$ cat config.mk
export PLATFORM = sky130hd
export DESIGN_NAME = blk_lock_ctrl
export DESIGN_NICKNAME = d
export VERILOG_FILES = /design/src/verilog/blk_pkg.sv /design/src/verilog/blk_lock_array.sv /design/src/verilog/blk_lock_ctrl.sv
export SDC_FILE = /design/constraint.sdc
export NUM_CORES = 2
export LEC_CHECK = 0
export BUFFER_PORTS_ARGS = -buffer_cell sky130_fd_sc_hd__buf_2
export CAP_MARGIN = 20
export CORE_AREA = 2 2 266 268
export DETAILED_ROUTE_END_ITERATION = 12
export DIE_AREA = 0 0 268 270
export PLACE_DENSITY = 0.67
export RECOVER_POWER = 25
export SLEW_MARGIN = 40
export SYNTH_ARGS = -nofsm -noshare
export SYNTH_HDL_FRONTEND = slang
export SYNTH_SLANG_ARGS = --single-unit
$ cat constraint.sdc
create_clock -name CLOCK -period 6.6 [get_ports CLOCK]
set_input_delay 0.66 -clock CLOCK [delete_from_list [all_inputs] [get_ports CLOCK]]
set_output_delay 0.66 -clock CLOCK [all_outputs]
set_load 0.005 [all_outputs]
$ cat src/verilog/blk_pkg.sv
// shared constants for the serial flash block-lock and soft-reset logic
// assumes a 100 MHz system clock and an spi host on the far side
package blk_pkg;
  // ----------------------------------------
  // opcodes
  // ----------------------------------------
  localparam logic [7:0] OP_LOCK_ONE = 8'h36;
  localparam logic [7:0] OP_UNLOCK_ONE = 8'h39;
  localparam logic [7:0] OP_READ_LOCK = 8'h3D;
  localparam logic [7:0] OP_LOCK_ALL = 8'h7E;
  localparam logic [7:0] OP_UNLOCK_ALL = 8'h98;
  localparam logic [7:0] OP_RESET_ENABLE = 8'h66;
  localparam logic [7:0] OP_RESET_DEVICE = 8'h99;
  // ----------------------------------------
  // frame layout
  // ----------------------------------------
  localparam logic [5:0] OPCODE_BITS = 6'd8;
  localparam logic [5:0] FRAME_BITS_3B = 6'd32;
  localparam logic [5:0] FRAME_BITS_4B = 6'd40;
  localparam logic [5:0] COUNT_MAX = 6'h3F;
  localparam int BLOCK_SHIFT = 16;
  localparam int LOCK_READ_WIDTH = 8;
  // ----------------------------------------
  // timing
  // ----------------------------------------
  localparam int CLOCK_PERIOD_NS = 10;
  localparam int RESET_TIME_NS = 30000;
  localparam int RESET_CYCLES = RESET_TIME_NS / CLOCK_PERIOD_NS;
  localparam int BUSY_W = 12;
  localparam int SUPPLY_TO_SELECT_DELAY_US = 20;
  localparam int POWER_UP_WRITE_DELAY_MS = 5;
  // lock bits come up set, the whole array protected
  localparam logic LOCK_RESET_VALUE = 1'b1;
  // ----------------------------------------
  // command sequencer states
  // ----------------------------------------
  typedef enum logic [1:0] {ST_IDLE, ST_CMD, ST_READ} blk_state_t;
endpackage : blk_pkg

$ cat src/verilog/blk_lock_array.sv
// volatile lock bit array, one bit per block
// assumes strobes come from logic on the same clock
`timescale 1ns/1ps
`default_nettype none
module blk_lock_array #(
  parameter int NUM_BLOCKS = 512,
  parameter int IDX_W = 9
) (
  input wire logic clock,
  input wire logic reset,
  input wire logic set_one,
  input wire logic clr_one,
  input wire logic [IDX_W-1:0] wr_idx,
  input wire logic set_all,
  input wire logic clr_all,
  input wire logic [IDX_W-1:0] rd_idx,
  output logic rd_val,
  input wire logic [IDX_W-1:0] chk_idx,
  output logic chk_val
);
  import blk_pkg::*;

  if (NUM_BLOCKS < 2 || NUM_BLOCKS > (1 << IDX_W)) begin : g_chk
    $error("NUM_BLOCKS does not fit the index width");
  end

  typedef struct packed {
    logic [NUM_BLOCKS-1:0] locks;
  } blk_arr_t;

  blk_arr_t s_ff;
  blk_arr_t nxt_s;

  // ----------------------------------------
  // storage
  // ----------------------------------------
  // set-all wins over clear-all so a soft reset never leaves blocks open
  always_comb begin
    nxt_s = s_ff;
    if (set_all) begin
      nxt_s.locks = {NUM_BLOCKS{LOCK_RESET_VALUE}}; // see RL8 see RL3
    end else if (clr_all) begin
      nxt_s.locks = '0; // see RL9
    end else if (set_one) begin
      nxt_s.locks[wr_idx] = 1'b1; // see RL4
    end else if (clr_one) begin
      nxt_s.locks[wr_idx] = 1'b0; // see RL5
    end
  end

  always_ff @(posedge clock) begin
    if (reset) begin
      s_ff <= '{locks: {NUM_BLOCKS{LOCK_RESET_VALUE}}}; // see RL3
    end else begin
      s_ff <= nxt_s;
    end
  end

  assign rd_val = s_ff.locks[rd_idx];
  assign chk_val = s_ff.locks[chk_idx];
endmodule : blk_lock_array
`default_nettype wire

$ cat src/verilog/blk_lock_ctrl.sv
// serial command front end for block locks and the two-step soft reset
// assumes spi pins are asynchronous to CLOCK and sclk is far slower than CLOCK
// Behaviour
// RL1: lock bits guard writes only when mode set
// RL2: otherwise protect by complement, top/bottom, level
// RL3: lock bits volatile, all one after reset
// RL4: 36h plus address locks that block
// RL5: 39h plus address unlocks that block
// RL6: 3Dh plus address shifts lock value out
// RL7: returned lsb one means locked
// RL8: 7Eh alone sets every lock bit
// RL9: 98h alone clears every lock bit
// RL10: opcode bits captured on sclk rising edges
// RL11: four-byte mode expects 32-bit address
// RL12: soft reset restores all volatile defaults
// RL13: reset needs 66h directly before 99h
// RL14: any other command disarms pending reset
// RL15: reset lasts 30 us, commands rejected
// RL16: host checks busy and suspend first
// RL17: host waits 20 us before select
// RL18: host waits 5 ms before writes
// RL19: locked block ignores erase or program
`timescale 1ns/1ps
`default_nettype none
module blk_lock_ctrl #(
  parameter int NUM_BLOCKS = 512,
  parameter int IDX_W = 9
) (
  input wire logic CLOCK,
  input wire logic RESET,
  input wire logic SPI_CS_N,
  input wire logic SPI_SCLK,
  input wire logic SPI_DI,
  output logic SPI_DO,
  output logic SPI_DO_OE,
  input wire logic FOUR_BYTE_MODE,
  input wire logic LOCK_MODE_SELECT,
  input wire logic PROTECT_COMPLEMENT,
  input wire logic TOP_BOTTOM_SELECT,
  input wire logic [3:0] BLOCK_PROTECT_LEVEL,
  input wire logic [31:0] WRITE_CHECK_ADDR,
  output logic WRITE_PERMIT,
  output logic VOLATILE_CLEAR,
  output logic RESET_BUSY
);
  import blk_pkg::*;

  if (NUM_BLOCKS < 2 || (1 << IDX_W) != NUM_BLOCKS || IDX_W + BLOCK_SHIFT > 32) begin : g_chk
    $error("NUM_BLOCKS must equal 2**IDX_W and fit the address");
  end

  typedef struct packed {
    logic cs_s1, cs_s2, cs_prev;
    logic ck_s1, ck_s2, ck_prev;
    logic di_s1, di_s2;
    blk_state_t state;
    logic [5:0] cnt;
    logic [39:0] sh;
    logic [7:0] out_sh;
    logic do_ff, oe_ff, armed, clr, permit;
    logic [BUSY_W-1:0] busy;
  } blk_ctl_t;

  blk_ctl_t s_ff;
  blk_ctl_t nxt_s;
  logic set_one, clr_one, set_all, clr_all;
  logic rd_val, chk_val;
  logic [IDX_W-1:0] wr_idx, rd_idx, chk_idx;
  logic [39:0] shifted;
  logic [5:0] frame_len;
  logic sclk_rise, sclk_fall, cs_fall, cs_rise;

  // ----------------------------------------
  // helpers
  // ----------------------------------------
  // the opcode sits above the address, whose width follows the address mode
  function automatic logic [7:0] frame_op(input logic [39:0] sh, input logic four);
    return four ? sh[39:32] : sh[31:24]; // see RL11
  endfunction : frame_op

  function automatic logic [IDX_W-1:0] frame_blk(input logic [39:0] sh, input logic four);
    logic [31:0] addr;
    addr = four ? sh[31:0] : {8'h00, sh[23:0]};
    return addr[BLOCK_SHIFT +: IDX_W];
  endfunction : frame_blk

  // before the complement, level 0 protects nothing; level n protects 2**(n-1) blocks from one end
  function automatic logic level_protects(input logic [IDX_W-1:0] blk, input logic [3:0] lvl,
                                          input logic from_bottom, input logic invert);
    int unsigned span;
    logic hit;
    span = (lvl == 4'h0) ? 0 : (32'd1 << (lvl - 4'h1));
    hit = from_bottom ? (32'(blk) < span) : (32'(blk) + span >= NUM_BLOCKS);
    return hit ^ invert;
  endfunction : level_protects

  // ----------------------------------------
  // pin edges, all from the second stage onward
  // ----------------------------------------
  assign sclk_rise = s_ff.ck_s2 & ~s_ff.ck_prev; // see RL10
  assign sclk_fall = ~s_ff.ck_s2 & s_ff.ck_prev;
  assign cs_fall = ~s_ff.cs_s2 & s_ff.cs_prev;
  assign cs_rise = s_ff.cs_s2 & ~s_ff.cs_prev;
  assign shifted = {s_ff.sh[38:0], s_ff.di_s2};
  assign frame_len = FOUR_BYTE_MODE ? FRAME_BITS_4B : FRAME_BITS_3B; // see RL11
  assign wr_idx = frame_blk(s_ff.sh, FOUR_BYTE_MODE);
  assign rd_idx = frame_blk(shifted, FOUR_BYTE_MODE);
  assign chk_idx = WRITE_CHECK_ADDR[BLOCK_SHIFT +: IDX_W];

  // ----------------------------------------
  // command sequencer
  // ----------------------------------------
  // commands other than the lock read act on select rising so a frame cut short never takes effect
  always_comb begin
    nxt_s = s_ff;
    set_one = 1'b0;
    clr_one = 1'b0;
    set_all = 1'b0;
    clr_all = 1'b0;
    nxt_s.cs_s1 = SPI_CS_N;
    nxt_s.cs_s2 = s_ff.cs_s1;
    nxt_s.cs_prev = s_ff.cs_s2;
    nxt_s.ck_s1 = SPI_SCLK;
    nxt_s.ck_s2 = s_ff.ck_s1;
    nxt_s.ck_prev = s_ff.ck_s2;
    nxt_s.di_s1 = SPI_DI;
    nxt_s.di_s2 = s_ff.di_s1;
    nxt_s.clr = 1'b0;
    if (s_ff.busy != '0) begin
      nxt_s.busy = s_ff.busy - 1'b1; // see RL15
    end
    case (s_ff.state)
      ST_IDLE: begin
        nxt_s.oe_ff = 1'b0;
        if (cs_fall) begin
          nxt_s.state = ST_CMD;
          nxt_s.cnt = '0;
        end
      end
      ST_CMD: begin
        if (cs_rise) begin
          nxt_s.state = ST_IDLE;
          // while resetting every frame is dropped, armed state untouched
          if (s_ff.busy == '0 && s_ff.cnt >= OPCODE_BITS) begin // see RL15
            nxt_s.armed = 1'b0; // see RL14
            if (s_ff.cnt == OPCODE_BITS) begin
              case (s_ff.sh[7:0])
                OP_LOCK_ALL: set_all = 1'b1; // see RL8
                OP_UNLOCK_ALL: clr_all = 1'b1; // see RL9
                OP_RESET_ENABLE: nxt_s.armed = 1'b1; // see RL13
                OP_RESET_DEVICE: begin
                  if (s_ff.armed) begin // see RL13
                    set_all = 1'b1; // see RL3
                    nxt_s.clr = 1'b1; // see RL12
                    nxt_s.busy = BUSY_W'(RESET_CYCLES); // see RL15
                  end
                end
                default: ;
              endcase
            end else if (s_ff.cnt == frame_len) begin
              set_one = (frame_op(s_ff.sh, FOUR_BYTE_MODE) == OP_LOCK_ONE); // see RL4
              clr_one = (frame_op(s_ff.sh, FOUR_BYTE_MODE) == OP_UNLOCK_ONE); // see RL5
            end
          end
        end else if (sclk_rise) begin
          nxt_s.sh = shifted; // see RL10
          if (s_ff.cnt != COUNT_MAX) begin
            nxt_s.cnt = s_ff.cnt + 1'b1;
          end
          if (s_ff.cnt + 1'b1 == frame_len && s_ff.busy == '0 &&
              frame_op(shifted, FOUR_BYTE_MODE) == OP_READ_LOCK) begin
            nxt_s.state = ST_READ; // see RL6
            nxt_s.out_sh = {{(LOCK_READ_WIDTH-1){1'b0}}, rd_val}; // see RL7
          end
        end
      end
      ST_READ: begin
        if (cs_rise) begin
          nxt_s.state = ST_IDLE;
          nxt_s.oe_ff = 1'b0;
          nxt_s.armed = 1'b0; // see RL14
        end else if (sclk_fall) begin
          // msb first, the value repeats while the host keeps clocking
          nxt_s.do_ff = s_ff.out_sh[7]; // see RL6
          nxt_s.out_sh = {s_ff.out_sh[6:0], s_ff.out_sh[7]};
          nxt_s.oe_ff = 1'b1;
        end
      end
      default: nxt_s.state = ST_IDLE;
    endcase
    // write gate for the array engine; registered, so it closes one cycle after RESET_BUSY rises
    if (LOCK_MODE_SELECT) begin
      nxt_s.permit = ~chk_val & (s_ff.busy == '0); // see RL1 see RL19
    end else begin
      nxt_s.permit = ~level_protects(chk_idx, BLOCK_PROTECT_LEVEL, TOP_BOTTOM_SELECT,
                                  PROTECT_COMPLEMENT) & (s_ff.busy == '0); // see RL2
    end
  end

  // select stages load high so no false select edge is seen out of reset
  always_ff @(posedge CLOCK) begin
    if (RESET) begin
      s_ff <= '{cs_s1: 1'b1, cs_s2: 1'b1, cs_prev: 1'b1, state: ST_IDLE, default: '0};
    end else begin
      s_ff <= nxt_s;
    end
  end

  blk_lock_array #(.NUM_BLOCKS(NUM_BLOCKS), .IDX_W(IDX_W)) u_locks (
    .clock(CLOCK),
    .reset(RESET),
    .set_one(set_one),
    .clr_one(clr_one),
    .wr_idx(wr_idx),
    .set_all(set_all),
    .clr_all(clr_all),
    .rd_idx(rd_idx),
    .rd_val(rd_val),
    .chk_idx(chk_idx),
    .chk_val(chk_val)
  );

  assign SPI_DO = s_ff.do_ff;
  assign SPI_DO_OE = s_ff.oe_ff;
  assign WRITE_PERMIT = s_ff.permit;
  assign VOLATILE_CLEAR = s_ff.clr;
  assign RESET_BUSY = (s_ff.busy != '0);
endmodule : blk_lock_ctrl
`default_nettype wire

==> qor.txt <==
Fin cells: 4406
GPL Wtd Cong: 0.935
# hold bufs at CTS: 0
Clock latency on the worst-skew pair: 0.63 ns
TritonCTS Buffers: 68
Slew margin rel.: -124%
Post-CTS setup repair buffer count: 0
Hold Crit Depth: 2
PD cells: 212 nW/um2
Internal power: 0.00599 W
DIE WIDTH: 268 um
Clock share of power: 48.7%
WL final: 134 mm
Placed cell count: 4282
Initial antenna violation count: 5
Starting Density: 49.7%
Share of cells above drive strength 1: 16.1%
PortBufs: 26
Die area: 72400 um2
Via/cell ratio: 7.38
Setup crit end kind: flip-flop
Core area: 69500 um2
Average wire per standard cell: 30.3 um
Tot GR Track Use: 36.0%
Setup violations, final: 0
Post-synth ARST share: 0%
Most common cell in the synthesized netlist: dfxtp_1
Post-synthesis sequential element count: 593
GRT overflow: 0
Cell count after synthesis: 3681
Worst EP required: 7.09 ns
Critical path class: reg2reg
DP Wirelength: 74.3 mm
Synth area leader: dfxtp_1
CP startpoint kind: flip-flop
IO Pins: 50
Setup TNS: 0 ns
Nets@finish: 3484
Main synth FF type: dfxtp_1
Peak supply drop: 0.000156 V
RSZ-0062 raised after global routing: false
R2r endpoint: s_ff[17]$_SDFFE_PP0P_
Largest net degree at the start of global routing: 184
Seq/Total Area, Yosys: 34.3%
Mean Syn Cell Area: 9.39 um2
Routed vias: 32538
Bufs on Longest Clock Path: 3
DRC: 0
Clk slew on worst S/H paths: 0.06 ns
CTS Sinks: 593
P_sw: 0.00195 W
Final clock skew: 0.0192 ns
Cts repair resizes: 0
Mapped cell area: 34600 um2
CP max FO: 34
R2R depth: 8
Post-synth top area share: 34.3%
Fin crit period: 5.40 ns
Reg2reg start: s_ff[40]$_SDFFE_PP0P_
Worst Max-Slew Pin Slew: 3.36 ns
Row count: 97
Sequential Power Share: 45.7%
Status: finished with violations
Max Cap Viol: 4
Most frequent cells after synthesis: dfxtp_1, o211ai_1, a21boi_0, o21ai_0, clkbuf_1
P_leak: 11.7 nW
Die Y: 270 um
Synth cell types: 66
Hold_sp: SPI_CS_N
Comb power frac: 5.6%
Vias in the first global route: 30265
Synth area leaders: dfxtp_1, mux4_2, o211ai_1
Final Hold Vio Count: 0
Worst Hold Class: in2reg
Synth warnings: 0
Clock root buffer: clkbuf_16
FMAX: 0.185 GHz
Post-route ant nets: 0
Hold path endpoint: nxt_s[79]$_SDFF_PP1_
Final Cycle Share: 81.8%
R2R Setup Slk: 1.20 ns
CTS H-tree lvls: 3
First-pass GRT wire length: 199 mm
DRT Pass-1 Iters: 8
Failing checks: capacitance limit, slew limit
Area Overhead vs Synth: 8.14%
Number of flops mapped to enable cells by yosys: 0
Critical path arrival: 5.88 ns
Final Util: 53.8%
Switching Share: 24.6%
Final Max Slew Viols: 164
Iter 0 DRT Violations: 4780
CTS tree: yes
Syn Nets: 3751
placed cells by master, fill, tap and decap left out, types with 14 or more instances in the layout:
master     netlist  final
a21boi_0       516    516
a21oi_1         85     85
a22oi_1         50     50
buf_2           34     20
buf_4           13     68
clkbuf_1       378     20
clkbuf_16        0     71
clkbuf_8         0     15
dfxtp_1        593    590
ha_1            24     24
inv_1           21     21
mux2i_1         54     54
mux4_2         249    249
nand2_1        191    174
nand2_2          0     17
nand2b_1        32     30
nand3_1         33     33
nor2_1         102     53
nor2_2           0     35
nor2_4           0     14
nor2b_1         22     20
nor3_1          25     19
o211ai_1       526    526
o21ai_0        427    451
o21ai_1        112     88
worst max-delay path by stage:
stage	start	end	depth (start not counted)	slack [ns]
after floorplan	WRITE_CHECK_ADDR[16]	WRITE_PERMIT$_SDFF_PP0_	15	3.62
after global placement	s_ff[0]$_SDFF_PP0_	u_locks.s_ff[302]$_SDFFE_PP1P_	10	2.09
after detailed placement	s_ff[0]$_SDFF_PP0_	u_locks.s_ff[421]$_SDFFE_PP1P_	12	2.08
after CTS	s_ff[0]$_SDFF_PP0_	u_locks.s_ff[174]$_SDFFE_PP1P_	12	2.03
after global routing	WRITE_CHECK_ADDR[16]	WRITE_PERMIT$_SDFF_PP0_	10	1.03
final	s_ff[40]$_SDFFE_PP0P_	s_ff[17]$_SDFFE_PP0P_	8	1.20
power groups by stage:
stage | Sequential (W) | Clock (W) | Combinational, W
floorplan | 0.00370 | 0 | 0.000303
global placement | 0.00371 | 0 | 0.000421
detailed placement | 0.00371 | 0 | 0.000427
CTS | 0.00363 | 0.00387 | 0.000431
global route | 0.00363 | 0.00401 | 0.000475
finish | 0.00363 | 0.00386 | 0.000446
stage by stage:
stage / total power (W) / hold WS (ns) / instance area [um2] / setup WS [ns]
after floorplan: 0.00401 / 0.389 / 34600 / 3.62
after global placement: 0.00413 / 0.398 / 35000 / 2.09
after detailed placement: 0.00414 / 0.398 / 35100 / 2.08
after CTS: 0.00793 / 0.197 / 37400 / 2.03
after global routing: 0.00811 / 0.213 / 37400 / 1.03
final: 0.00794 / 0.222 / 37400 / 1.20
worst max-delay path, stage by stage, from the launching register on:
cell	delay (ns)
dfxtp_1	2.23
buf_4	0.52
mux4_2	0.56
a22o_1	0.25
a221oi_1	0.30
nand3_1	0.25
mux4_2	0.53
o211ai_1	0.42
a31oi_1	0.13
sequential cells by signal (all words and copies together) (netlist names):
register and cells:
SPI_DO 1, WRITE_PERMIT 1, nxt_s 5, VOLATILE_CLEAR 1
u_locks.s_ff 512, SPI_DO_OE 1, s_ff 72
cell families after synthesis:
logic type	after synthesis	share of synthesized area [%]
flops	593	34.3
mux	303	17.8
compound gates	1795	34.6
simple gates	480	6.47
xor+xnor	14	0.355
buf+inv	471	5.55
fa+ha+maj	25	0.926
per-layer routing:
metal	global-route usage (%)	up-vias	share of wire (%)
li1	-	13673	-
met1	48.2	15893	38
met2	51.3	2424	42
met3	12.4	544	14
met4	18.7	4	5.7
met5	0	-	0.020
layout make-up:
class	count	area, um2
Tap cell	940	1180
Inverter	23	86.3
Clock buffer	98	2010
Timing Repair Buffer	111	946
Clock inverter	21	209
Multi-Input combinational cell	2617	21100
Sequential cell	593	11900
Fill cell	6212	32100
Antenna cell	3	7.51
No activity file was read; power rests on OpenSTA's default activity.
